==> config.mk <==
export PLATFORM = sky130hd
export DESIGN_NAME = sfs_supervisor
export DESIGN_NICKNAME = d
export VERILOG_FILES = /design/src/hdl/sfs_sync.v /design/src/hdl/sfs_supervisor.v
export VERILOG_INCLUDE_DIRS = /design/src /design/src/common
export SDC_FILE = /design/constraint.sdc
export NUM_CORES = 1
export LEC_CHECK = 0
export ABC_CLOCK_PERIOD_IN_PS = 8550
export BUFFER_PORTS_ARGS = -buffer_cell sky130_fd_sc_hd__buf_4
export CAP_MARGIN = 0
export CORE_MARGIN = 5
export CORE_UTILIZATION = 50
export CTS_BUF_LIST = sky130_fd_sc_hd__clkbuf_4
export DETAILED_ROUTE_END_ITERATION = 8
export PLACE_DENSITY = 0.7
export SLEW_MARGIN = 20
export SYNTH_ARGS = -nofsm -noshare
export SYNTH_HDL_FRONTEND = slang
export SYNTH_SLANG_ARGS = --single-unit
==> constraint.sdc <==
create_clock -name clock_i -period 8.55 [get_ports clock_i]
set_input_delay 0.855 -clock clock_i [delete_from_list [all_inputs] [get_ports clock_i]]
set_output_delay 0.855 -clock clock_i [all_outputs]
set_load 0.005 [all_outputs]
==> src/common/sfs_defs.vh <==
// constants of the fault supervisor: map, codes, patterns, timing.
// assumes a 125 MHz clock and a 32-bit apb bus.
`ifndef SFS_DEFS_VH
`define SFS_DEFS_VH

// ****************************************************************
// register map and fields
// ****************************************************************
`define SFS_ADDR_W        8
`define SFS_OFF_CTRL      8'h00
`define SFS_OFF_STATUS    8'h04
`define SFS_CTRL_RESET    32'h0000_0000
`define SFS_CB_BYPCHK     0
`define SFS_CB_SOFTSTOP   1
`define SFS_CF_START_LSB  8
`define SFS_CF_STOP_LSB   16
`define SFS_CF_INIT_LSB   24
`define SFS_LEVEL_MAX     8'hff

// ****************************************************************
// timing
// ****************************************************************
`define SFS_CLK_PERIOD_NS 8
`define SFS_MS_NS         1000000
`define SFS_MS_CYC        (`SFS_MS_NS / `SFS_CLK_PERIOD_NS)
`define SFS_CLOSE_MS      100
`define SFS_REL_MS        500
`define SFS_FLASH_MS      250

// ****************************************************************
// fault codes
// ****************************************************************
`define SFS_F_NONE   4'h0
`define SFS_F_LOWV   4'h1
`define SFS_F_LINE   4'h2
`define SFS_F_LOAD   4'h3
`define SFS_F_BYP    4'h4
`define SFS_F_CLOS   4'h5
`define SFS_F_MCU    4'h6
`define SFS_F_MLAT   4'h7
`define SFS_F_LLAT   4'h8
`define SFS_F_PHRUN  4'h9

// ****************************************************************
// indicator colours and patterns {supply,line,load,bypass,diag}
// ****************************************************************
`define SFS_C_OFF    3'h0
`define SFS_C_GRN    3'h1
`define SFS_C_RED    3'h2
`define SFS_C_FGRN   3'h3
`define SFS_C_FRED   3'h4
`define SFS_P_IDLE   15'h1240
`define SFS_P_START  15'h12c0
`define SFS_P_FULL   15'h1248
`define SFS_P_STOP   15'h1640
`define SFS_P_LOWV   15'h2002
`define SFS_P_LINE   15'h1402
`define SFS_P_PHRUN  15'h184a
`define SFS_P_LOAD   15'h1082
`define SFS_P_BYP    15'h1912
`define SFS_P_CLOS   15'h1802
`define SFS_P_MCU    15'h2482
`define SFS_P_MLAT   15'h4802
`define SFS_P_LLAT   15'h4102
`define SFS_P_NONE   15'h0000

`endif

==> src/hdl/sfs_sync.v <==
// two-stage synchroniser for asynchronous pin levels.
// assumes slow levels; no glitch filter.
`timescale 1ns/1ns

module sfs_sync #(
   parameter WIDTH = 1
) (
   input  wire             clock_i,
   input  wire             rst_n_i,
   input  wire [WIDTH-1:0] async_i,
   output wire [WIDTH-1:0] sync_o
);

   reg [WIDTH-1:0] meta_reg;
   reg [WIDTH-1:0] sync_reg;

   // first stage feeds only the second stage
   always @(posedge clock_i or negedge rst_n_i) begin
      if (!rst_n_i) begin
         meta_reg <= {WIDTH{1'b0}};
         sync_reg <= {WIDTH{1'b0}};
      end else begin
         meta_reg <= async_i;
         sync_reg <= meta_reg;
      end
   end

   assign sync_o = sync_reg;

endmodule

==> src/hdl/sfs_supervisor.v <==
// soft starter fault supervisor: sequencing, faults,
// latching, indicators and an apb slave.
// assumes asynchronous sensing pins and a
// same-clock mcu_fault_i from a watchdog.
// Contract
// full diagnostic whenever supply is sufficient
// ramps and full-on check phases, closure only
// control overrides diagnostic outcome
// fault under control closes all switches
// full-on shows pattern of persisting fault
// fault in soft-stop aborts to off-diagnostic
// cleared mains fault under control latches stop
// cleared load fault under control latches stop
// bypass check option stops, flags bypass fault
// missing load or shorted thyristor stops
// phase, frequency, interference faults stop
// low mains voltage stops with indication
// switches failing to close stop motor
// internal malfunction locks until power removed; the code leaves the lock only on reset, not when supply_ok_i drops
// residual back-emf blocks reconnection
// operator should prefer soft-stop
// healthy mains, motor, control start ramp
// each fault has a unique indicator pattern
//
// Our own choices: the address map and the APB slave port.
`timescale 1ns/1ns
`include "sfs_defs.vh"

module sfs_supervisor #(
   parameter TICK_CYC  = `SFS_MS_CYC,
   parameter CLOSE_MS  = `SFS_CLOSE_MS,
   parameter REL_MS    = `SFS_REL_MS,
   parameter FLASH_MS  = `SFS_FLASH_MS
) (
   input  wire        clock_i,
   input  wire        rst_n_i,
   input  wire        psel_i,
   input  wire        penable_i,
   input  wire        pwrite_i,
   input  wire [7:0]  paddr_i,
   input  wire [31:0] pwdata_i,
   output reg  [31:0] prdata_o,
   output wire        pready_o,
   output wire        pslverr_o,
   input  wire        supply_ok_i,
   input  wire        mains_volt_ok_i,
   input  wire        phases_ok_i,
   input  wire        freq_ok_i,
   input  wire        noise_high_i,
   input  wire        residual_v_i,
   input  wire        load_present_i,
   input  wire        thy_short_i,
   input  wire        bypass_present_i,
   input  wire        control_i,
   input  wire        estop_closed_i,
   input  wire        switches_closed_i,
   input  wire        mcu_fault_i,
   output reg         thy_on_o,
   output reg         thy_full_o,
   output reg  [7:0]  level_o,
   output reg         bypass_o,
   output reg         diag_o,
   output reg  [1:0]  led_supply_o,
   output reg  [1:0]  led_line_o,
   output reg  [1:0]  led_load_o,
   output reg  [1:0]  led_byp_o,
   output reg  [1:0]  led_diag_o
);

   // ****************************************************************
   // states
   // ****************************************************************
   localparam [5:0] ST_DIAG  = 6'h01;
   localparam [5:0] ST_START = 6'h02;
   localparam [5:0] ST_FULL  = 6'h04;
   localparam [5:0] ST_STOP  = 6'h08;
   localparam [5:0] ST_FAULT = 6'h10;
   localparam [5:0] ST_LOCK  = 6'h20;

   // ****************************************************************
   // pin synchronisers
   // ****************************************************************
   wire [11:0] pins_s;
   sfs_sync #(.WIDTH(12)) u_sync (
      .clock_i (clock_i),
      .rst_n_i (rst_n_i),
      .async_i ({supply_ok_i, mains_volt_ok_i, phases_ok_i, freq_ok_i,
                 noise_high_i, residual_v_i, load_present_i, thy_short_i,
                 bypass_present_i, control_i, estop_closed_i,
                 switches_closed_i}),
      .sync_o  (pins_s)
   );
   wire supply_s = pins_s[11];
   wire mvolt_s  = pins_s[10];
   wire phase_s  = pins_s[9];
   wire freq_s   = pins_s[8];
   wire noise_s  = pins_s[7];
   wire resid_s  = pins_s[6];
   wire load_s   = pins_s[5];
   wire short_s  = pins_s[4];
   wire byp_s    = pins_s[3];
   wire ctrl_s   = pins_s[2];
   wire estop_s  = pins_s[1];
   wire closed_s = pins_s[0];

   // ****************************************************************
   // register file
   // ****************************************************************
   reg  [31:0] ctrl_reg;
   reg  [5:0]  state_reg;
   reg  [3:0]  code_reg;
   reg         latch_reg;
   wire        bypchk_en = ctrl_reg[`SFS_CB_BYPCHK];
   wire        sstop_en  = ctrl_reg[`SFS_CB_SOFTSTOP];
   wire [7:0]  start_ms  = ctrl_reg[`SFS_CF_START_LSB +: 8];
   wire [7:0]  stop_ms   = ctrl_reg[`SFS_CF_STOP_LSB +: 8];
   wire [7:0]  init_lvl  = ctrl_reg[`SFS_CF_INIT_LSB +: 8];
   wire        hit_ctrl  = (paddr_i == `SFS_OFF_CTRL);
   wire        hit_stat  = (paddr_i == `SFS_OFF_STATUS);
   wire        access    = psel_i & penable_i;

   // no wait states; refuse unmapped or status writes
   assign pready_o  = 1'b1;
   assign pslverr_o = access & ~(hit_ctrl | (hit_stat & ~pwrite_i));

   // write at the access edge, read data staged during setup
   always @(posedge clock_i or negedge rst_n_i) begin
      if (!rst_n_i) begin
         ctrl_reg <= `SFS_CTRL_RESET;
         prdata_o <= 32'h0000_0000;
      end else begin
         if (access & pwrite_i & hit_ctrl) begin
            ctrl_reg <= pwdata_i;
         end
         if (psel_i & ~penable_i) begin
            if (hit_ctrl) begin
               prdata_o <= ctrl_reg;
            end else if (hit_stat) begin
               prdata_o <= {level_o, 7'h00, latch_reg, 4'h0, code_reg,
                            2'h0, state_reg};
            end else begin
               prdata_o <= 32'h0000_0000;
            end
         end
      end
   end

   // ****************************************************************
   // millisecond tick and timers
   // ****************************************************************
   reg [31:0] tick_cnt_reg;
   reg        tick_reg;
   reg [15:0] step_cnt_reg;
   reg [15:0] close_cnt_reg;
   reg [15:0] rel_cnt_reg;
   reg [15:0] flash_cnt_reg;
   reg        flash_reg;
   wire       ramp_run  = (state_reg == ST_START) | (state_reg == ST_STOP);
   wire [7:0] step_ms   = (state_reg == ST_STOP) ? stop_ms : start_ms;
   wire       step_due  = tick_reg & (step_cnt_reg >= {8'h00, step_ms});
   wire       close_flt = (close_cnt_reg >= CLOSE_MS[15:0]);
   wire       rel_done  = (rel_cnt_reg >= REL_MS[15:0]);

   // slow rates are enables, never derived clocks
   always @(posedge clock_i or negedge rst_n_i) begin
      if (!rst_n_i) begin
         tick_cnt_reg  <= 32'h0000_0000;
         tick_reg      <= 1'b0;
         step_cnt_reg  <= 16'h0000;
         close_cnt_reg <= 16'h0000;
         rel_cnt_reg   <= 16'h0000;
         flash_cnt_reg <= 16'h0000;
         flash_reg     <= 1'b0;
      end else begin
         tick_reg <= (tick_cnt_reg == TICK_CYC[31:0] - 32'h1);
         if (tick_cnt_reg == TICK_CYC[31:0] - 32'h1) begin
            tick_cnt_reg <= 32'h0000_0000;
         end else begin
            tick_cnt_reg <= tick_cnt_reg + 32'h1;
         end
         if (!ramp_run | step_due) begin
            step_cnt_reg <= 16'h0000;
         end else if (tick_reg) begin
            step_cnt_reg <= step_cnt_reg + 16'h1;
         end
         // closure watchdog runs only while switches are commanded on
         if (!thy_on_o | closed_s) begin
            close_cnt_reg <= 16'h0000;
         end else if (tick_reg & ~close_flt) begin
            close_cnt_reg <= close_cnt_reg + 16'h1;
         end
         // control must stay removed for the whole release time
         if (ctrl_s) begin
            rel_cnt_reg <= 16'h0000;
         end else if (tick_reg & ~rel_done) begin
            rel_cnt_reg <= rel_cnt_reg + 16'h1;
         end
         if (tick_reg) begin
            if (flash_cnt_reg >= FLASH_MS[15:0] - 16'h1) begin
               flash_cnt_reg <= 16'h0000;
               flash_reg     <= ~flash_reg;
            end else begin
               flash_cnt_reg <= flash_cnt_reg + 16'h1;
            end
         end
      end
   end

   // ****************************************************************
   // fault classification
   // ****************************************************************
   reg [3:0] off_code;
   reg [3:0] run_code;

   // stopped: whole diagnostic in priority order
   always @* begin
      off_code = `SFS_F_NONE;
      if (!mvolt_s) begin
         off_code = `SFS_F_LOWV;
      end else if (!phase_s | !freq_s | noise_s | resid_s) begin
         off_code = `SFS_F_LINE;
      end else if (!load_s | short_s) begin
         off_code = `SFS_F_LOAD;
      end else if (bypchk_en & ~byp_s) begin
         off_code = `SFS_F_BYP;
      end else if (!estop_s) begin
         off_code = `SFS_F_CLOS;
      end
   end

   // driving: only phase presence and switch closure are watched
   always @* begin
      run_code = `SFS_F_NONE;
      if (!phase_s) begin
         run_code = `SFS_F_PHRUN;
      end else if (!estop_s | close_flt) begin
         run_code = `SFS_F_CLOS;
      end
   end

   // ****************************************************************
   // sequencer
   // ****************************************************************
   reg [5:0] state_next;
   reg [3:0] code_next;
   reg       latch_next;
   reg [7:0] level_next;

   always @* begin
      state_next = state_reg;
      code_next  = code_reg;
      latch_next = latch_reg;
      level_next = level_o;
      case (state_reg)
         ST_DIAG: begin
            code_next  = off_code;
            level_next = 8'h00;
            if (off_code != `SFS_F_NONE) begin
               state_next = ST_FAULT;
            end else if (ctrl_s) begin
               state_next = ST_START;
               level_next = init_lvl;
            end
         end
         ST_START, ST_FULL: begin
            // faults only flag; control keeps the motor driven
            if (run_code != `SFS_F_NONE) begin
               code_next = run_code;
            end
            if (!ctrl_s) begin
               code_next  = `SFS_F_NONE;
               state_next = sstop_en ? ST_STOP : ST_DIAG;
               if (!sstop_en) begin
                  level_next = 8'h00;
               end
            end else if (state_reg == ST_START) begin
               if (level_o == `SFS_LEVEL_MAX) begin
                  state_next = ST_FULL;
               end else if (step_due) begin
                  level_next = level_o + 8'h01;
               end
            end
         end
         ST_STOP: begin
            if (run_code != `SFS_F_NONE) begin
               state_next = ST_DIAG;
               level_next = 8'h00;
            end else if (ctrl_s) begin
               state_next = ST_START;
            end else if (level_o == 8'h00) begin
               state_next = ST_DIAG;
            end else if (step_due) begin
               level_next = level_o - 8'h01;
            end
         end
         ST_FAULT: begin
            level_next = 8'h00;
            if (off_code != `SFS_F_NONE) begin
               if (!latch_reg) begin
                  code_next = off_code;
               end
            end else if (latch_reg) begin
               if (rel_done) begin
                  latch_next = 1'b0;
                  state_next = ST_DIAG;
               end
            end else if (ctrl_s & ((code_reg == `SFS_F_LOWV) |
                                   (code_reg == `SFS_F_LINE))) begin
               latch_next = 1'b1;
               code_next  = `SFS_F_MLAT;
            end else if (ctrl_s & (code_reg == `SFS_F_LOAD)) begin
               latch_next = 1'b1;
               code_next  = `SFS_F_LLAT;
            end else begin
               state_next = ST_DIAG;
               code_next  = `SFS_F_NONE;
            end
         end
         ST_LOCK: begin
            level_next = 8'h00;
            code_next  = `SFS_F_MCU;
         end
         default: begin
            state_next = ST_DIAG;
            code_next  = `SFS_F_NONE;
            latch_next = 1'b0;
            level_next = 8'h00;
         end
      endcase
      // malfunction wins; only reset leaves it
      if (mcu_fault_i | (state_reg == ST_LOCK)) begin
         state_next = ST_LOCK;
         code_next  = `SFS_F_MCU;
         level_next = 8'h00;
      end else if (!supply_s) begin
         state_next = ST_DIAG;
         code_next  = `SFS_F_NONE;
         latch_next = 1'b0;
         level_next = 8'h00;
      end
   end

   always @(posedge clock_i or negedge rst_n_i) begin
      if (!rst_n_i) begin
         state_reg <= ST_DIAG;
         code_reg  <= `SFS_F_NONE;
         latch_reg <= 1'b0;
         level_o   <= 8'h00;
      end else begin
         state_reg <= state_next;
         code_reg  <= code_next;
         latch_reg <= latch_next;
         level_o   <= level_next;
      end
   end

   // ****************************************************************
   // outputs and indicators
   // ****************************************************************
   reg [14:0] pat;

   // pick one unique pattern per condition
   always @* begin
      pat = `SFS_P_IDLE;
      case (code_reg)
         `SFS_F_LOWV:  pat = `SFS_P_LOWV;
         `SFS_F_LINE:  pat = `SFS_P_LINE;
         `SFS_F_LOAD:  pat = `SFS_P_LOAD;
         `SFS_F_BYP:   pat = `SFS_P_BYP;
         `SFS_F_CLOS:  pat = `SFS_P_CLOS;
         `SFS_F_MCU:   pat = `SFS_P_MCU;
         `SFS_F_MLAT:  pat = `SFS_P_MLAT;
         `SFS_F_LLAT:  pat = `SFS_P_LLAT;
         `SFS_F_PHRUN: pat = `SFS_P_PHRUN;
         default:      pat = `SFS_P_IDLE;
      endcase
      // ramps show the motor state, not the fault
      if (state_reg == ST_START) begin
         pat = `SFS_P_START;
      end else if (state_reg == ST_STOP) begin
         pat = `SFS_P_STOP;
      end else if ((state_reg == ST_FULL) & (code_reg == `SFS_F_NONE)) begin
         pat = `SFS_P_FULL;
      end
      if (!supply_s) begin
         pat = `SFS_P_NONE;
      end
   end

   // colour code to {red, green} drive with the shared flash phase
   function [1:0] led_drv;
      input [2:0] c;
      input       f;
      begin
         case (c)
            `SFS_C_GRN:  led_drv = 2'b01;
            `SFS_C_RED:  led_drv = 2'b10;
            `SFS_C_FGRN: led_drv = {1'b0, f};
            `SFS_C_FRED: led_drv = {f, 1'b0};
            default:     led_drv = 2'b00;
         endcase
      end
   endfunction

   wire driving = (state_reg == ST_START) | (state_reg == ST_FULL) |
                  (state_reg == ST_STOP);

   always @(posedge clock_i or negedge rst_n_i) begin
      if (!rst_n_i) begin
         thy_on_o     <= 1'b0;
         thy_full_o   <= 1'b0;
         bypass_o     <= 1'b0;
         diag_o       <= 1'b0;
         led_supply_o <= 2'b00;
         led_line_o   <= 2'b00;
         led_load_o   <= 2'b00;
         led_byp_o    <= 2'b00;
         led_diag_o   <= 2'b00;
      end else begin
         thy_on_o     <= driving;
         // a fault under control drives every switch fully on
         thy_full_o   <= driving & (state_reg != ST_STOP) &
                         ((code_reg != `SFS_F_NONE) | (state_reg == ST_FULL));
         bypass_o     <= (state_reg == ST_FULL);
         diag_o       <= (code_reg != `SFS_F_NONE);
         // persisting fault in full-on shows its own pattern
         led_supply_o <= led_drv(pat[14:12], flash_reg);
         led_line_o   <= led_drv(pat[11:9], flash_reg);
         led_load_o   <= led_drv(pat[8:6], flash_reg);
         led_byp_o    <= led_drv(pat[5:3], flash_reg);
         led_diag_o   <= led_drv(pat[2:0], flash_reg);
      end
   end

endmodule

Yosys cells after proc, flatten, opt, wreduce, memory -nomap -nowiden
Memories as Yosys holds them, arrays and structs flattened.
Index checks and enable logic that the tools add are counted.
W data, S select, Z words.
{ "word_totals": {"romBits": 192, "mem_count": 1, "wordCells": 220, "ff_bits": 219, "out_inout_bits": 56} }
{ "classes": {"n_mux": 76, "n_eq_ne": 51, "addsub": 7, "bitwise": 36, "magnitude_cmp": 4, "n_reduce_logical": 21} }
{ "memory_table": {"columns": ["memory", "words", "width", "rd", "rd_ports_with_merged_regs", "wr", "line", "rtl"], "rows": [
  ["(no name shown)", 16, 12, 1, 0, 0, "sfs_supervisor.v:365", "case (code_reg)"]
]} }
{ "ops": {"columns": ["operator", "n"], "rows": [
  ["$mux W16", 7],
  ["$mux W8", 14],
  ["$mux W32", 3],
  ["$mux W6", 15],
  ["$ne A5 B5 Y1 const B", 13],
  ["$add A16 B1 Y16 const B", 4],
  ["$mux W15", 4],
  ["$mux W4", 11],
  ["$pmux W2 S4", 5],
  ["$add A32 B1 Y32 const B", 1],
  ["$eq A32 B17 Y1 const B", 1],
  ["$eq A3 B2 Y1 const B", 10],
  ["$pmux W6 S5", 1],
  ["$pmux W8 S3", 1],
  ["$pmux W4 S5", 1],
  ["$mux W3", 6],
  ["$ge A16 B7 Y1 const B", 1],
  ["$ge A16 B8 Y1", 1],
  ["$ge A16 B8 Y1 const B", 1],
  ["$ge A16 B9 Y1 const B", 1],
  ["$logic_not A8 Y1", 2],
  ["$and A1 B1 Y1", 15],
  ["$eq A3 B1 Y1 const B", 5],
  ["$eq A3 B3 Y1 const B", 5],
  ["other kinds (30)", 67]
]} }

Logic depth before layout (Yosys ltp)
Gate-level depths: netlist of the first run.
{ "depth": {"ltp_word": 11, "ltp_mapped": 13, "depth_no_buf": 11} }

Hierarchy
Synthesis of the first run repeated with hierarchy kept, for this count alone.
{ "hier_totals": {"cells_unflattened": 1006, "area_unflattened_um2": 10402.5} }
{ "modules_own_cells": {"columns": ["mod", "area_each_um2", "seq_area_each_um2", "cells_each", "n_inst"], "rows": [
  ["sfs_supervisor", 9801.9, 4855.9, 982, 1],
  ["sfs_sync", 600.6, 600.6, 24, 1]
]} }

Worst setup path before layout of the first run
Ideal clock, no wire load.
{ "synth_timing": {"path_type": "register to register", "start": "reg state_reg[4]", "end": "reg level_o[4]", "path_stages_with_launch": 13, "setup_slack_ns": 5.432, "setup_ns": 0.126, "required_ns": 8.424, "t_arrival_ns": 2.992, "path_cell_list": "dfrtp_1 > clkbuf_1 > nor4_1 > nand3_1 > clkbuf_1 > mux2i_1 > ha_1 > a211oi_1 > a311oi_1 > a21oi_1 > o21ai_1 > and3_4 > a221o_1"} }
{ "synth_via": {"elab_chain_len": 6, "elab_cells_between_ends": 21} }
{ "synth_rtl": {"columns": ["item", "line", "rtl"], "rows": [
  ["start, declared", "sfs_supervisor.v:110", "reg [5:0] state_reg;"],
  ["start signal, assigned", "sfs_supervisor.v:350", "state_reg <= state_next;"],
  ["$eq A6 B4 Y1", "sfs_supervisor.v:159, sfs_supervisor.v:254", null],
  ["$mux W8", "sfs_supervisor.v:159", "wire [7:0] step_ms = (state_reg == ST_STOP) ? stop_ms : start_ms;"],
  ["$ge A16 B8 Y1", "sfs_supervisor.v:160", "wire step_due = tick_reg & (step_cnt_reg >= {8'h00, step_ms});"],
  ["$and A1 B1 Y1", "sfs_supervisor.v:160", null],
  ["$ne A5 B5 Y1 (no source line)", null, null],
  ["$reduce_and A7 Y1 (no source line)", null, null],
  ["end signal, assigned", "sfs_supervisor.v:353", "level_o <= level_next;"],
  ["end, declared", "sfs_supervisor.v:60", "output reg [7:0] level_o,"]
]} }
Several ways; a longest one is shown, not always the timed one.
A chain may end at the register's enable or synchronous reset.

Worst setup path in the final report of the first run
{ "layout_timing": {"start": "reg state_reg[2]", "end": "reg level_o[4]"} }
The elaborated chain is that of the path after synthesis.

==> results, run 1 <==
- The flow ran to the end, and the final reports show no timing, DRC or antenna violations.
- Setup violations remaining at the end of the flow were counted as 0.
- The layout has 1720 filler cells.
- The count of nets left with antenna violations after detail routing is 0.
- Setup repair after global routing left no endpoint under its margin.
- The maximum fanout along the worst path is 16.
- The netlist uses 83 different library cells.
- The congestion estimate from routability-driven global placement came to 0.9393.
- 114 I/O pins were placed.
- The synthesized design devotes to its leading area cell type 52.19% of total area.
- Summed over all cells, the static leakage comes to 5.780 nW.
- The area enclosed by the die boundary is 0.02379 mm2.
- The global-route congestion overflow total is 0.
- The clock sink count is 218.
- The number of pins exceeding their max-slew limit in the final report came to 0.
- The global-route total usage across every layer is 20.99%.
- After routing the design area is 0.01222 mm2.
- The critical path endpoint category is a register.
- The data arrival time of the critical path is 4600 ps.
- For this run, the top clock speed supported by timing is 0.2491 GHz.
- After clock tree synthesis, the clock-pin slew on the worst setup and hold paths is 60 ps.
- At the pin with the least slew margin, the transition time is 1006 ps.
- The final cell utilization of the core is 60.00%.
- The part of the cycle the worst path needs is 46.94%.
- The largest single stage delay on the critical path is 560 ps.
- CTS built an H-tree with a depth of 2.
- The critical path goes through nor4_1, nand3_1, mux2i_1, ha_1, a211oi_1, a311oi_1, a21oi_1, o21ai_1, a21oi_1, a221o_1.
- The routed length per placed instance is 17.22 um.
- The wire length of the first global-routing pass is 41.03 mm.
- The post-CTS setup-driven buffer insertion count is 0.
- In this run, post-CTS repair resized a total of 0 instances.
- The area added between synthesis and finish is 17.45%.
- The final-stage net count is 1202.
- The finished layout holds 1444 standard cells, fillers aside.
- The wire length reported by the detailed router is 24.86 mm.
- The buffer depth of the longest clock path is 3.
- Dividing the synthesized area by the synthesized cell count gives 10.44 um2.
- The later-pin clock latency in the skew report is 690 ps.
- The shortest period the worst path allows is 4014 ps.
- The initial antenna violation count was 1.
- Entering global routing, the biggest net connects 93 pins.
- After detailed placement, the total cell area comes to 0.01143 mm2.
- Synthesis inferred 218 register bits.
- Clock skew on the completed layout was measured at 57.86 ps.
- Leaving out fill and tap cells, the most frequent cells in the layout are sky130_fd_sc_hd__dfrtp_1, sky130_fd_sc_hd__buf_4, sky130_fd_sc_hd__nor2_1.
- IR analysis of the VDD net gives a maximum drop of 0.1386 mV.
- The floorplan step set the die height to 154.2 um.
- The register area share after synthesis is 52.45%.
- The type of origin of the critical path is a register.
- Yosys mapped a number of flops with a built-in enable equal to 0.
- The first-pass detailed-route iteration total is 5.
- In this run the power density over the cells is 171.6 mW/mm2.
- In the final layout, flip-flops and latches occupy 0.005456 mm2.
- The number of placed instances, taps included, is 1334.
- The library cell used most frequently in the layout, excluding fill and tap cells, is sky130_fd_sc_hd__dfrtp_1.
- The fraction of registers with async set or reset after synthesis is 100.0%.
- In the synthesized netlist the dominant register cell turns out to be sky130_fd_sc_hd__dfrtp_1.
- The normalized max-slew margin is 32.96%.
- The tree is rooted in a sky130_fd_sc_hd__clkbuf_4.
- Synthesis produced a netlist with a net count of 1075.
- The area of the mapped netlist is 0.01040 mm2.
- Yosys printed 0 warnings.
- After floorplanning, the core was sized to cover 0.02036 mm2.
- The type of the worst setup path is reg2reg.
- Hold repair after CTS inserted 0 buffers.
- The required time reported for the critical path endpoint is 9130 ps.
- The initialized floorplan defines 52 standard-cell rows.
- For the final routed database, the setup TNS stands at 0 ps.
- In this run, CTS created clock tree buffers numbering 58.
- Using the TritonRoute via totals, the vias-per-cell ratio works out to 5.564.
- The cell with the largest stage delay on the worst path is sky130_fd_sc_hd__dfrtp_1.
- After technology mapping, the gate count stands at 997.
- In this design, the critical path's most frequently occurring cell is sky130_fd_sc_hd__a21oi_1.
- The number of port buffers is 111.
- The final hold violation count was 0.
- The share of layout cells above drive strength 1 is 22.87%.
- The number of max-capacitance violations reported is 0.
- The number of DRC violations after detailed routing is 0.
- The horizontal extent of the die is 154.2 um.
- The initial utilization of the core area, before any placement, comes to 51.09%.
- The HPWL after detailed placement is 17.40 mm.
- The largest total area in the synthesized netlist belongs to sky130_fd_sc_hd__dfrtp_1.
- The path type of the worst min-delay path is in2async.
- The area of combinational cells with multiple inputs is 0.004664 mm2.
- The DRC marker count from the first detailed-route iteration is 561.
- The clock tree from TritonCTS is built.
- For this block, the via count after detailed routing is 8035.
- The number of global-route vias before repair is 8095.
- In the post-synthesis netlist, the biggest area contributors are sky130_fd_sc_hd__dfrtp_1, sky130_fd_sc_hd__nor2_1, sky130_fd_sc_hd__mux2_2.
## metal layers
metal | global-route usage (%) | vias up | routed length, um
met4 | 6.897 | 0 | 503
met2 | 34.55 | 203 | 12220
met5 | 0 | - | 0
met3 | 4.051 | 38 | 1293
met1 | 28.20 | 3931 | 10850
li1 | - | 3863 | -
## stage by stage
stage	power, W	hold slack [ps]	worst slack, ps
2_1_floorplan	0.001118	331.2	5432
3_3_place_gp	0.001178	332.3	4841
3_5_place_dp	0.001179	334.7	4642
4_1_cts	0.002131	175.9	4577
5_1_grt	0.002199	198.7	4201
6_report	0.002097	192.9	4536
## cells in the mapped netlist (all sizes together), types with 20 or more instances
cell type	n
xnor2	23
nor4	20
mux2	32
dfrtp	217
xor2	36
o21ai	21
inv	24
ha	20
nand4	22
nor2	103
o31ai	25
nand2	96
nor3	23
nand3	31
clkbuf	38
mux2i	28
a21oi	39
## report_power, final
| group | leakage, nW | switching (W) | internal, W |
|---|---|---|---|
| logic | 2.38 | 0.0000584 | 0.0000403 |
| clock network | 0.463 | 0.000428 | 0.000509 |
| registers | 2.94 | 0.0000158 | 0.00104 |
| total | 5.78 | 0.000503 | 0.00159 |
## logic make-up after synthesis
group           share of synthesized area [%]
simple gates                            19.22
flops                                   52.45
compound gates                          11.83
buf+inv                                 2.898
mux                                     6.158
xor+xnor                                4.967
fa+ha+maj                               2.405
other cells                           0.07219
## worst max-delay path, delay by kind of cell, from the launching register on
kind,cells,cell delay [ps]
adder cells (fa/ha/maj),1,270
flip-flops,1,560
AO/OA/AOI/OAI,6,1700
multiplexers,1,320
AND/OR/NAND/NOR,2,1050
## worst paths after layout
kind | slack, ps | start | end | depth (start not counted)
min reg2reg | 340 | u_sync.meta_reg[2]$_DFF_PN0_ | u_sync.sync_o[2]$_DFF_PN0_ | 0
max | 4540 | state_reg[2]$_DFFE_PN0P_ | level_o[4]$_DFFE_PN0P_ | 10
max reg2reg | 4540 | state_reg[2]$_DFFE_PN0P_ | level_o[4]$_DFFE_PN0P_ | 10
min in group clock_i | 260 | load_present_i | u_sync.meta_reg[5]$_DFF_PN0_ | 1
min | 190 | rst_n_i | ctrl_reg[7]$_DFFE_PN0P_ | 1
max in group asynchronous | 7020 | rst_n_i | rel_cnt_reg[2]$_DFFE_PN0P_ | 2
## area by class of cell
class / count / share of cell area (%)
flip-flops and latches: 218 / 44.65
multi-input cells: 704 / 38.17
repair buffers: 117 / 7.250
clock buffers: 90 / 5.529
well taps: 270 / 2.765
clock inverters: 18 / 0.8192
inverters: 25 / 0.7680
diodes: 2 / 0.04096
No activity file was read; power rests on OpenSTA's default activity.
==> run 2: changes to the inputs <==
ABC_CLOCK_PERIOD_IN_PS = 3300   (was 8550)
PLACE_DENSITY = 0.72   (was 0.7)
clock period = 3.3 ns   (was 8.55 ns; I/O delays follow)
==> run 2 against run 1 <==
Routed wire length up 2.8%. Sequential share of layout area down 1.8 points. Clock skew down 9.7 ps. Via count up 4.8%. Global-route usage up 0.53 points. Design area up 4.3%. Final cell count up 3.5%. Critical path type unchanged. Critical endpoint unchanged. Largest cell class unchanged.
==> results, run 2 (synthesis results as in run 1) <==
- The uppermost layer routed was met4 (unchanged).
- The number of port buffers is 111 (unchanged).
- The number of vias per cell after detailed routing came to 5.632 (was 5.564).
- The core footprint is 0.02036 mm2 (unchanged).
- The post-place setup slack is 163.9 ps (was 4642 ps).
- The data arrival time of the critical path is 3620 ps (was 4600 ps).
- The routed length on met2 is 12.47 mm (was 12.22 mm).
- The final worst clock skew was 48.17 ps (was 57.86 ps).
- The maximum fanout along the worst path was 11 (was 16).
- The count of vias placed by the detailed router came to 8420 (was 8035).
- The chip height is 154.2 um (unchanged).
- The final worst slack was 193.2 ps (was 4536 ps).
- RSZ-0062 raised after global routing: no (unchanged).
- The total leakage power is 6.011 nW (was 5.780 nW).
- The number of DRC violations after detailed routing is 0 (unchanged).
- The total area of sequential cells was 0.005456 mm2 (unchanged).
- The number of placed cells counting well taps was 1349 (was 1334).
- The HPWL after detailed placement was 17.60 mm (was 17.40 mm).
- The initial core utilization is 51.09% (unchanged).
- The shortest period the worst path allows is 3107 ps (was 4014 ps).
- The required time reported for the critical path endpoint is 3820 ps (was 9130 ps).
- The count of standard-cell rows was 52 (unchanged).
- The met3 wire length is 1.530 mm (was 1.293 mm).
- The clock root buffer was sky130_fd_sc_hd__clkbuf_4 (unchanged).
- The filler cell count is 1669 (was 1720).
- The count of nets left with antenna violations after detail routing came to 0 (unchanged).
- The peak clock frequency supported by timing came to 0.3219 GHz (was 0.2491 GHz).
- The routed length per placed instance is 17.09 um (was 17.22 um).
- The type of origin of the critical path is a register (unchanged).
- The type of the worst setup path is reg2reg (unchanged).
- The wire length reported by the detailed router was 25.54 mm (was 24.86 mm).
- The I/O pin count is 114 (unchanged).
- The peak supply drop is 0.2436 mV (was 0.1386 mV).
- The path type of the worst min-delay path is in2reg (was in2async).
- The horizontal extent of the die was 154.2 um (unchanged).
- The wire length on met1 was 10.86 mm (was 10.85 mm).
- The final hold violation count is 0 (unchanged).
- The post-CTS setup-driven buffer insertion count is 0 (unchanged).
- The CTS buffer count is 57 (was 58).
- The total negative slack for setup checks is 0 ps (unchanged).
- The wire length of the first global-routing pass is 42.35 mm (was 41.03 mm).
- The slew of the pin with the lowest slew margin came to 800.8 ps (was 1006 ps).
- The first-pass detailed-route iteration total is 5 (unchanged).
- The clock transition time at the flip-flop clock pins of the worst setup and hold paths is 60 ps (about the same).
- The area added between synthesis and finish was 22.48% (was 17.45%).
- The normalized max-slew margin is 46.12% (was 32.96%).
- The final-stage net count is 1262 (was 1202).
- Most frequent cells in the layout: sky130_fd_sc_hd__dfrtp_1, sky130_fd_sc_hd__buf_4, sky130_fd_sc_hd__nor2_1 (unchanged).
- The global-route congestion overflow total is 0 (unchanged).
- The last weighted congestion value of the routability-driven placer was 0.8993 (was 0.9393).
- The global-route total usage across every layer came to 21.52% (was 20.99%).
- The clock tree from TritonCTS is built (unchanged).
- The number of pins exceeding their max-slew limit in the final report came to 0 (unchanged).
- The clock sink count is 218 (unchanged).
- The power per cell area is 418.8 mW/mm2 (was 171.6 mW/mm2).
- The later-pin clock latency in the skew report is 670 ps (was 690 ps).
- The number of max-capacitance violations reported was 0 (unchanged).
- The final count of negative-setup-slack endpoints came to 0 (unchanged).
- Result of the run: completed (unchanged).
- The share of layout cells above drive strength 1 is 22.40% (was 22.87%).
- The H-tree depth came to 2 (unchanged).
- The buffer depth of the longest clock path is 3 (unchanged).
- The number of global-route vias before repair is 8335 (was 8095).
- The critical path endpoint category is a register (unchanged).
- The final cell utilization of the core is 62.57% (was 60.00%).
- The DRC marker count from the first detailed-route iteration came to 531 (was 561).
- The leading cell type in the layout, fill and taps excluded is sky130_fd_sc_hd__dfrtp_1 (unchanged).
- The area of combinational cells with multiple inputs came to 0.004659 mm2 (was 0.004664 mm2).
- The non-filler instance count after layout is 1495 (was 1444).
- The part of the cycle the worst path needs came to 94.15% (was 46.94%).
- The initial antenna violation count is 2 (was 1).
- The area enclosed by the die boundary is 0.02379 mm2 (unchanged).
- The maximum number of pins on one net before global-route repair is 99 (was 93).
## run 2: through the flow
stage	hold slack, ps	area, um2	total power, W
3_5_place_dp	334.7	11560	0.003065
6_report	178.2	12740	0.005336
4_1_cts	105.5	12730	0.005398
5_1_grt	138.8	12740	0.005605
3_3_place_gp	334.1	11560	0.003062
2_1_floorplan	34.41	10400	0.002898
## run 2: worst max-delay path: stages, from the launching register on
cell	delay, ps
sky130_fd_sc_hd__dfstp_2	430
sky130_fd_sc_hd__nor4_2	330
sky130_fd_sc_hd__nand3_1	150
sky130_fd_sc_hd__buf_4	220
sky130_fd_sc_hd__mux2i_1	130
sky130_fd_sc_hd__ha_1	300
sky130_fd_sc_hd__a211oi_1	80
sky130_fd_sc_hd__a311oi_1	280
sky130_fd_sc_hd__a21oi_1	110
sky130_fd_sc_hd__buf_4	170
sky130_fd_sc_hd__o21ai_1	220
sky130_fd_sc_hd__a21oi_1	180
sky130_fd_sc_hd__a221o_1	370
## run 2: report_power, final
part           internal (W)  total (W)  switching (W)
Combinational      0.000149   0.000316       0.000166
Sequential          0.00271    0.00275      0.0000385
Clock               0.00120    0.00227        0.00107
Total               0.00406    0.00534        0.00128
## run 2: area by class of cell
type / count / area share (%)
flip-flops and latches: 218 / 42.82
inverters: 25 / 0.7365
clock buffers: 81 / 4.772
diodes: 2 / 0.03928
clock inverters: 17 / 0.7659
multi-input cells: 704 / 36.57
well taps: 270 / 2.651
repair buffers: 178 / 11.65
## run 2: worst paths after layout
check                                        startpoint                    endpoint  slack (ps)  cells after the start
min in group asynchronous                       rst_n_i     prdata_o[3]$_DFFE_PN0P_         260                      2
setup / recovery               state_reg[0]$_DFFE_PN1P_      level_o[4]$_DFFE_PN0P_         190                     12
setup reg to reg               state_reg[0]$_DFFE_PN1P_      level_o[4]$_DFFE_PN0P_         190                     12
max in group asynchronous                       rst_n_i  rel_cnt_reg[0]$_DFFE_PN0P_        2220                      3
hold reg to reg            u_sync.meta_reg[2]$_DFF_PN0_  u_sync.sync_o[2]$_DFF_PN0_         350                      0
hold / removal                                penable_i     ctrl_reg[6]$_DFFE_PN0P_         180                      4
## run 2: per-layer routing
layer / track usage [%] / vias up
li1: - / 3992
met1: 28.75 / 4109
met2: 35.07 / 262
met3: 4.610 / 57
met4: 7.401 / 0
met5: 0 / -
## run 2: repair_timing
item	in CTS	in global routing
setup endpoints to repair	0	3
hold buffers	46	0
endpoints found under the hold margin	142	0
gates resized for setup	0	1
==> run 3: changes to the inputs <==
BUFFER_PORTS_ARGS = -buffer_cell sky130_fd_sc_hd__buf_2   (was -buffer_cell sky130_fd_sc_hd__buf_4)
==> run 3 against run 2 <==
Design area fell by 2.2%. Combinational power fell by 7.3%. Global-route usage rose by 0.12 points. Clock-buffer cell count fell by 6. Setup slack improved by 19 ps. Non-clock buffer count rose by 1. Register-to-register slack improved by 20 ps. Clock skew fell by 1.6 ps. Clock power fell by 3%. Die area did not move.
==> results, run 3 (synthesis results as in run 1) <==
- The part of the cycle the worst path needs is 93.57% (was 94.15%).
- The post-place setup slack was 103.8 ps (was 163.9 ps).
- The total negative slack for setup checks was 0 ps (unchanged).
- The total leakage power was 5.969 nW (was 6.011 nW).
- The routed length per placed instance is 17.15 um (was 17.09 um).
- The core footprint was 0.02036 mm2 (unchanged).
- The I/O pin count came to 114 (unchanged).
- The clock sink count is 218 (unchanged).
- The H-tree depth is 2 (unchanged).
- The number of port buffers is 111 (unchanged).
- The non-filler instance count after layout is 1501 (was 1495).
- The count of vias placed by the detailed router came to 8424 (was 8420).
- The final-stage net count is 1263 (was 1262).
- The first-pass detailed-route iteration total was 5 (unchanged).
- Most frequent cells in the layout: sky130_fd_sc_hd__dfrtp_1, sky130_fd_sc_hd__buf_2, sky130_fd_sc_hd__nor2_1 (was sky130_fd_sc_hd__dfrtp_1, sky130_fd_sc_hd__buf_4, sky130_fd_sc_hd__nor2_1).
- The filler cell count came to 1720 (was 1669).
- The global-route total usage across every layer is 21.64% (was 21.52%).
- The number of global-route vias before repair came to 8452 (was 8335).
- The DRC marker count from the first detailed-route iteration is 543 (was 531).
- The maximum fanout along the worst path was 10 (was 11).
- The number of DRC violations after detailed routing was 0 (unchanged).
- The path type of the worst min-delay path is in2async (was in2reg).
- The normalized max-slew margin is 46.56% (was 46.12%).
- Result of the run: completed (unchanged).
- The count of standard-cell rows is 52 (unchanged).
- The area enclosed by the die boundary was 0.02379 mm2 (unchanged).
- The initial antenna violation count came to 1 (was 2).
- The horizontal extent of the die is 154.2 um (unchanged).
- The final count of negative-setup-slack endpoints is 0 (unchanged).
- The area added between synthesis and finish was 19.72% (was 22.48%).
- The peak supply drop was 0.2661 mV (was 0.2436 mV).
- The total chip power is 0.005235 W (was 0.005336 W).
- RSZ-0062 raised after global routing: no (unchanged).
- The shortest period the worst path allows is 3088 ps (was 3107 ps).
- The wire length of the first global-routing pass is 42.48 mm (was 42.35 mm).
- The clock tree from TritonCTS was built (unchanged).
- The final hold violation count came to 0 (unchanged).
- The power per cell area was 420.3 mW/mm2 (was 418.8 mW/mm2).
- The peak clock frequency supported by timing came to 0.3239 GHz (was 0.3219 GHz).
- The critical path endpoint category is a register (unchanged).
- The clock root buffer is sky130_fd_sc_hd__clkbuf_4 (unchanged).
- The global-route congestion overflow total is 0 (unchanged).
- The type of origin of the critical path is a register (unchanged).
- The required time reported for the critical path endpoint was 3860 ps (was 3820 ps).
- The last weighted congestion value of the routability-driven placer is 0.8653 (was 0.8993).
- The wire length reported by the detailed router is 25.75 mm (was 25.54 mm).
- The leading cell type in the layout, fill and taps excluded is sky130_fd_sc_hd__dfrtp_1 (unchanged).
- The share of layout cells above drive strength 1 is 22.60% (was 22.40%).
- The maximum number of pins on one net before global-route repair came to 103 (was 99).
- The later-pin clock latency in the skew report is 680 ps (was 670 ps).
- The HPWL after detailed placement was 17.43 mm (was 17.60 mm).
- The final worst clock skew is 46.54 ps (was 48.17 ps).
- The number of vias per cell after detailed routing was 5.612 (was 5.632).
- The data arrival time of the critical path is 3640 ps (was 3620 ps).
- The number of placed cells counting well taps is 1349 (unchanged).
- The count of cells along the worst register-to-register path is 13 (was 12).
- The number of pins exceeding their max-slew limit in the final report is 0 (unchanged).
- The number of max-capacitance violations reported is 0 (unchanged).
- The initial core utilization is 51.09% (unchanged).
- The chip height is 154.2 um (unchanged).
- The slew of the pin with the lowest slew margin was 794.9 ps (was 800.8 ps).
- The final cell utilization of the core came to 61.16% (was 62.57%).
- The final worst slack was 212.2 ps (was 193.2 ps).
- The buffer depth of the longest clock path is 3 (unchanged).
- The clock transition time at the flip-flop clock pins of the worst setup and hold paths is 70 ps (was 60 ps).
- The type of the worst setup path was reg2reg (unchanged).
- The CTS buffer count is 57 (unchanged).
- The count of nets left with antenna violations after detail routing is 0 (unchanged).
==> run 3: cell count changes in the layout (fill, tap and decap cells not counted), sizes merged <==
| cell | before | now |
|---|---|---|
| clkinv | 16 | 28 |
| bufinv | 1 | 0 |
| diode | 2 | 1 |
| inv | 24 | 26 |
| clkbuf | 81 | 75 |
| buf | 132 | 133 |
| clkinvlp | 1 | 0 |
==> run 3: layout make-up <==
class	count	area [um2]	area share (%)
multi-input combinational	704	4663	37.44
clock buffer	75	563.0	4.520
sequential	218	5458	43.82
antenna	1	2.502	0.02009
clock inverter	29	121.4	0.9744
timing repair buffer	179	1216	9.764
tap	270	337.8	2.712
inverter	25	93.84	0.7534
==> run 3: worst paths after layout <==
check / endpoint / slack (ps) / start
min in group clock_i: prdata_o[1]$_DFFE_PN0P_ / 250 / paddr_i[3]
max in group asynchronous: u_sync.sync_o[8]$_DFF_PN0_ / 2230 / rst_n_i
min reg2reg: u_sync.sync_o[5]$_DFF_PN0_ / 340 / u_sync.meta_reg[5]$_DFF_PN0_
min: prdata_o[24]$_DFFE_PN0P_ / 240 / rst_n_i
max reg2reg: level_o[4]$_DFFE_PN0P_ / 210 / state_reg[4]$_DFFE_PN0P_
max: level_o[4]$_DFFE_PN0P_ / 210 / state_reg[4]$_DFFE_PN0P_
==> run 3: through the flow <==
step | hold WS (ps) | instance area [um2]
2_1_floorplan | 34.41 | 10400
3_3_place_gp | 332.9 | 11290
3_5_place_dp | 334.7 | 11290
4_1_cts | 175.6 | 12430
5_1_grt | 213.9 | 12460
6_report | 235.2 | 12460
==> run 3: repair_timing <==
item                                    CTS  global route
hold buffers                             46             0
buffers inserted                          0             1
endpoints found under the setup margin    0             9
resized for setup                         0             3
endpoints found under the hold margin   145             0
==> run 3: critical path: stages, from the launching register on <==
cell and delay, ps:
sky130_fd_sc_hd__dfrtp_1 410, sky130_fd_sc_hd__buf_4 180, sky130_fd_sc_hd__or4_4 540, sky130_fd_sc_hd__nor2_1 160, sky130_fd_sc_hd__nand2_1 70, sky130_fd_sc_hd__nand2_1 70, sky130_fd_sc_hd__ha_1 230, sky130_fd_sc_hd__a211oi_1 260
sky130_fd_sc_hd__a311oi_1 140, sky130_fd_sc_hd__a21oi_1 190, sky130_fd_sc_hd__buf_4 180, sky130_fd_sc_hd__o21ai_2 80, sky130_fd_sc_hd__and3_4 160, sky130_fd_sc_hd__a221o_1 300
==> run 3: routing by layer <==
metal	share of wire, %	GRT usage [%]	up-vias
met3	5.7	4.610	64
met4	3.0	8.368	0
met1	43	28.52	4109
li1	-	-	3991
met5	0	0	-
met2	48	35.27	260
==> run 3: power breakdown <==
| part | internal [W] | leakage (nW) | switching (W) | total [W] |
|---|---|---|---|---|
| Clock | 0.00107 | 0.419 | 0.00112 | 0.00220 |
| Sequential | 0.00271 | 2.94 | 0.0000380 | 0.00274 |
| Combinational | 0.000127 | 2.61 | 0.000166 | 0.000293 |
| Total | 0.00391 | 5.97 | 0.00133 | 0.00524 |
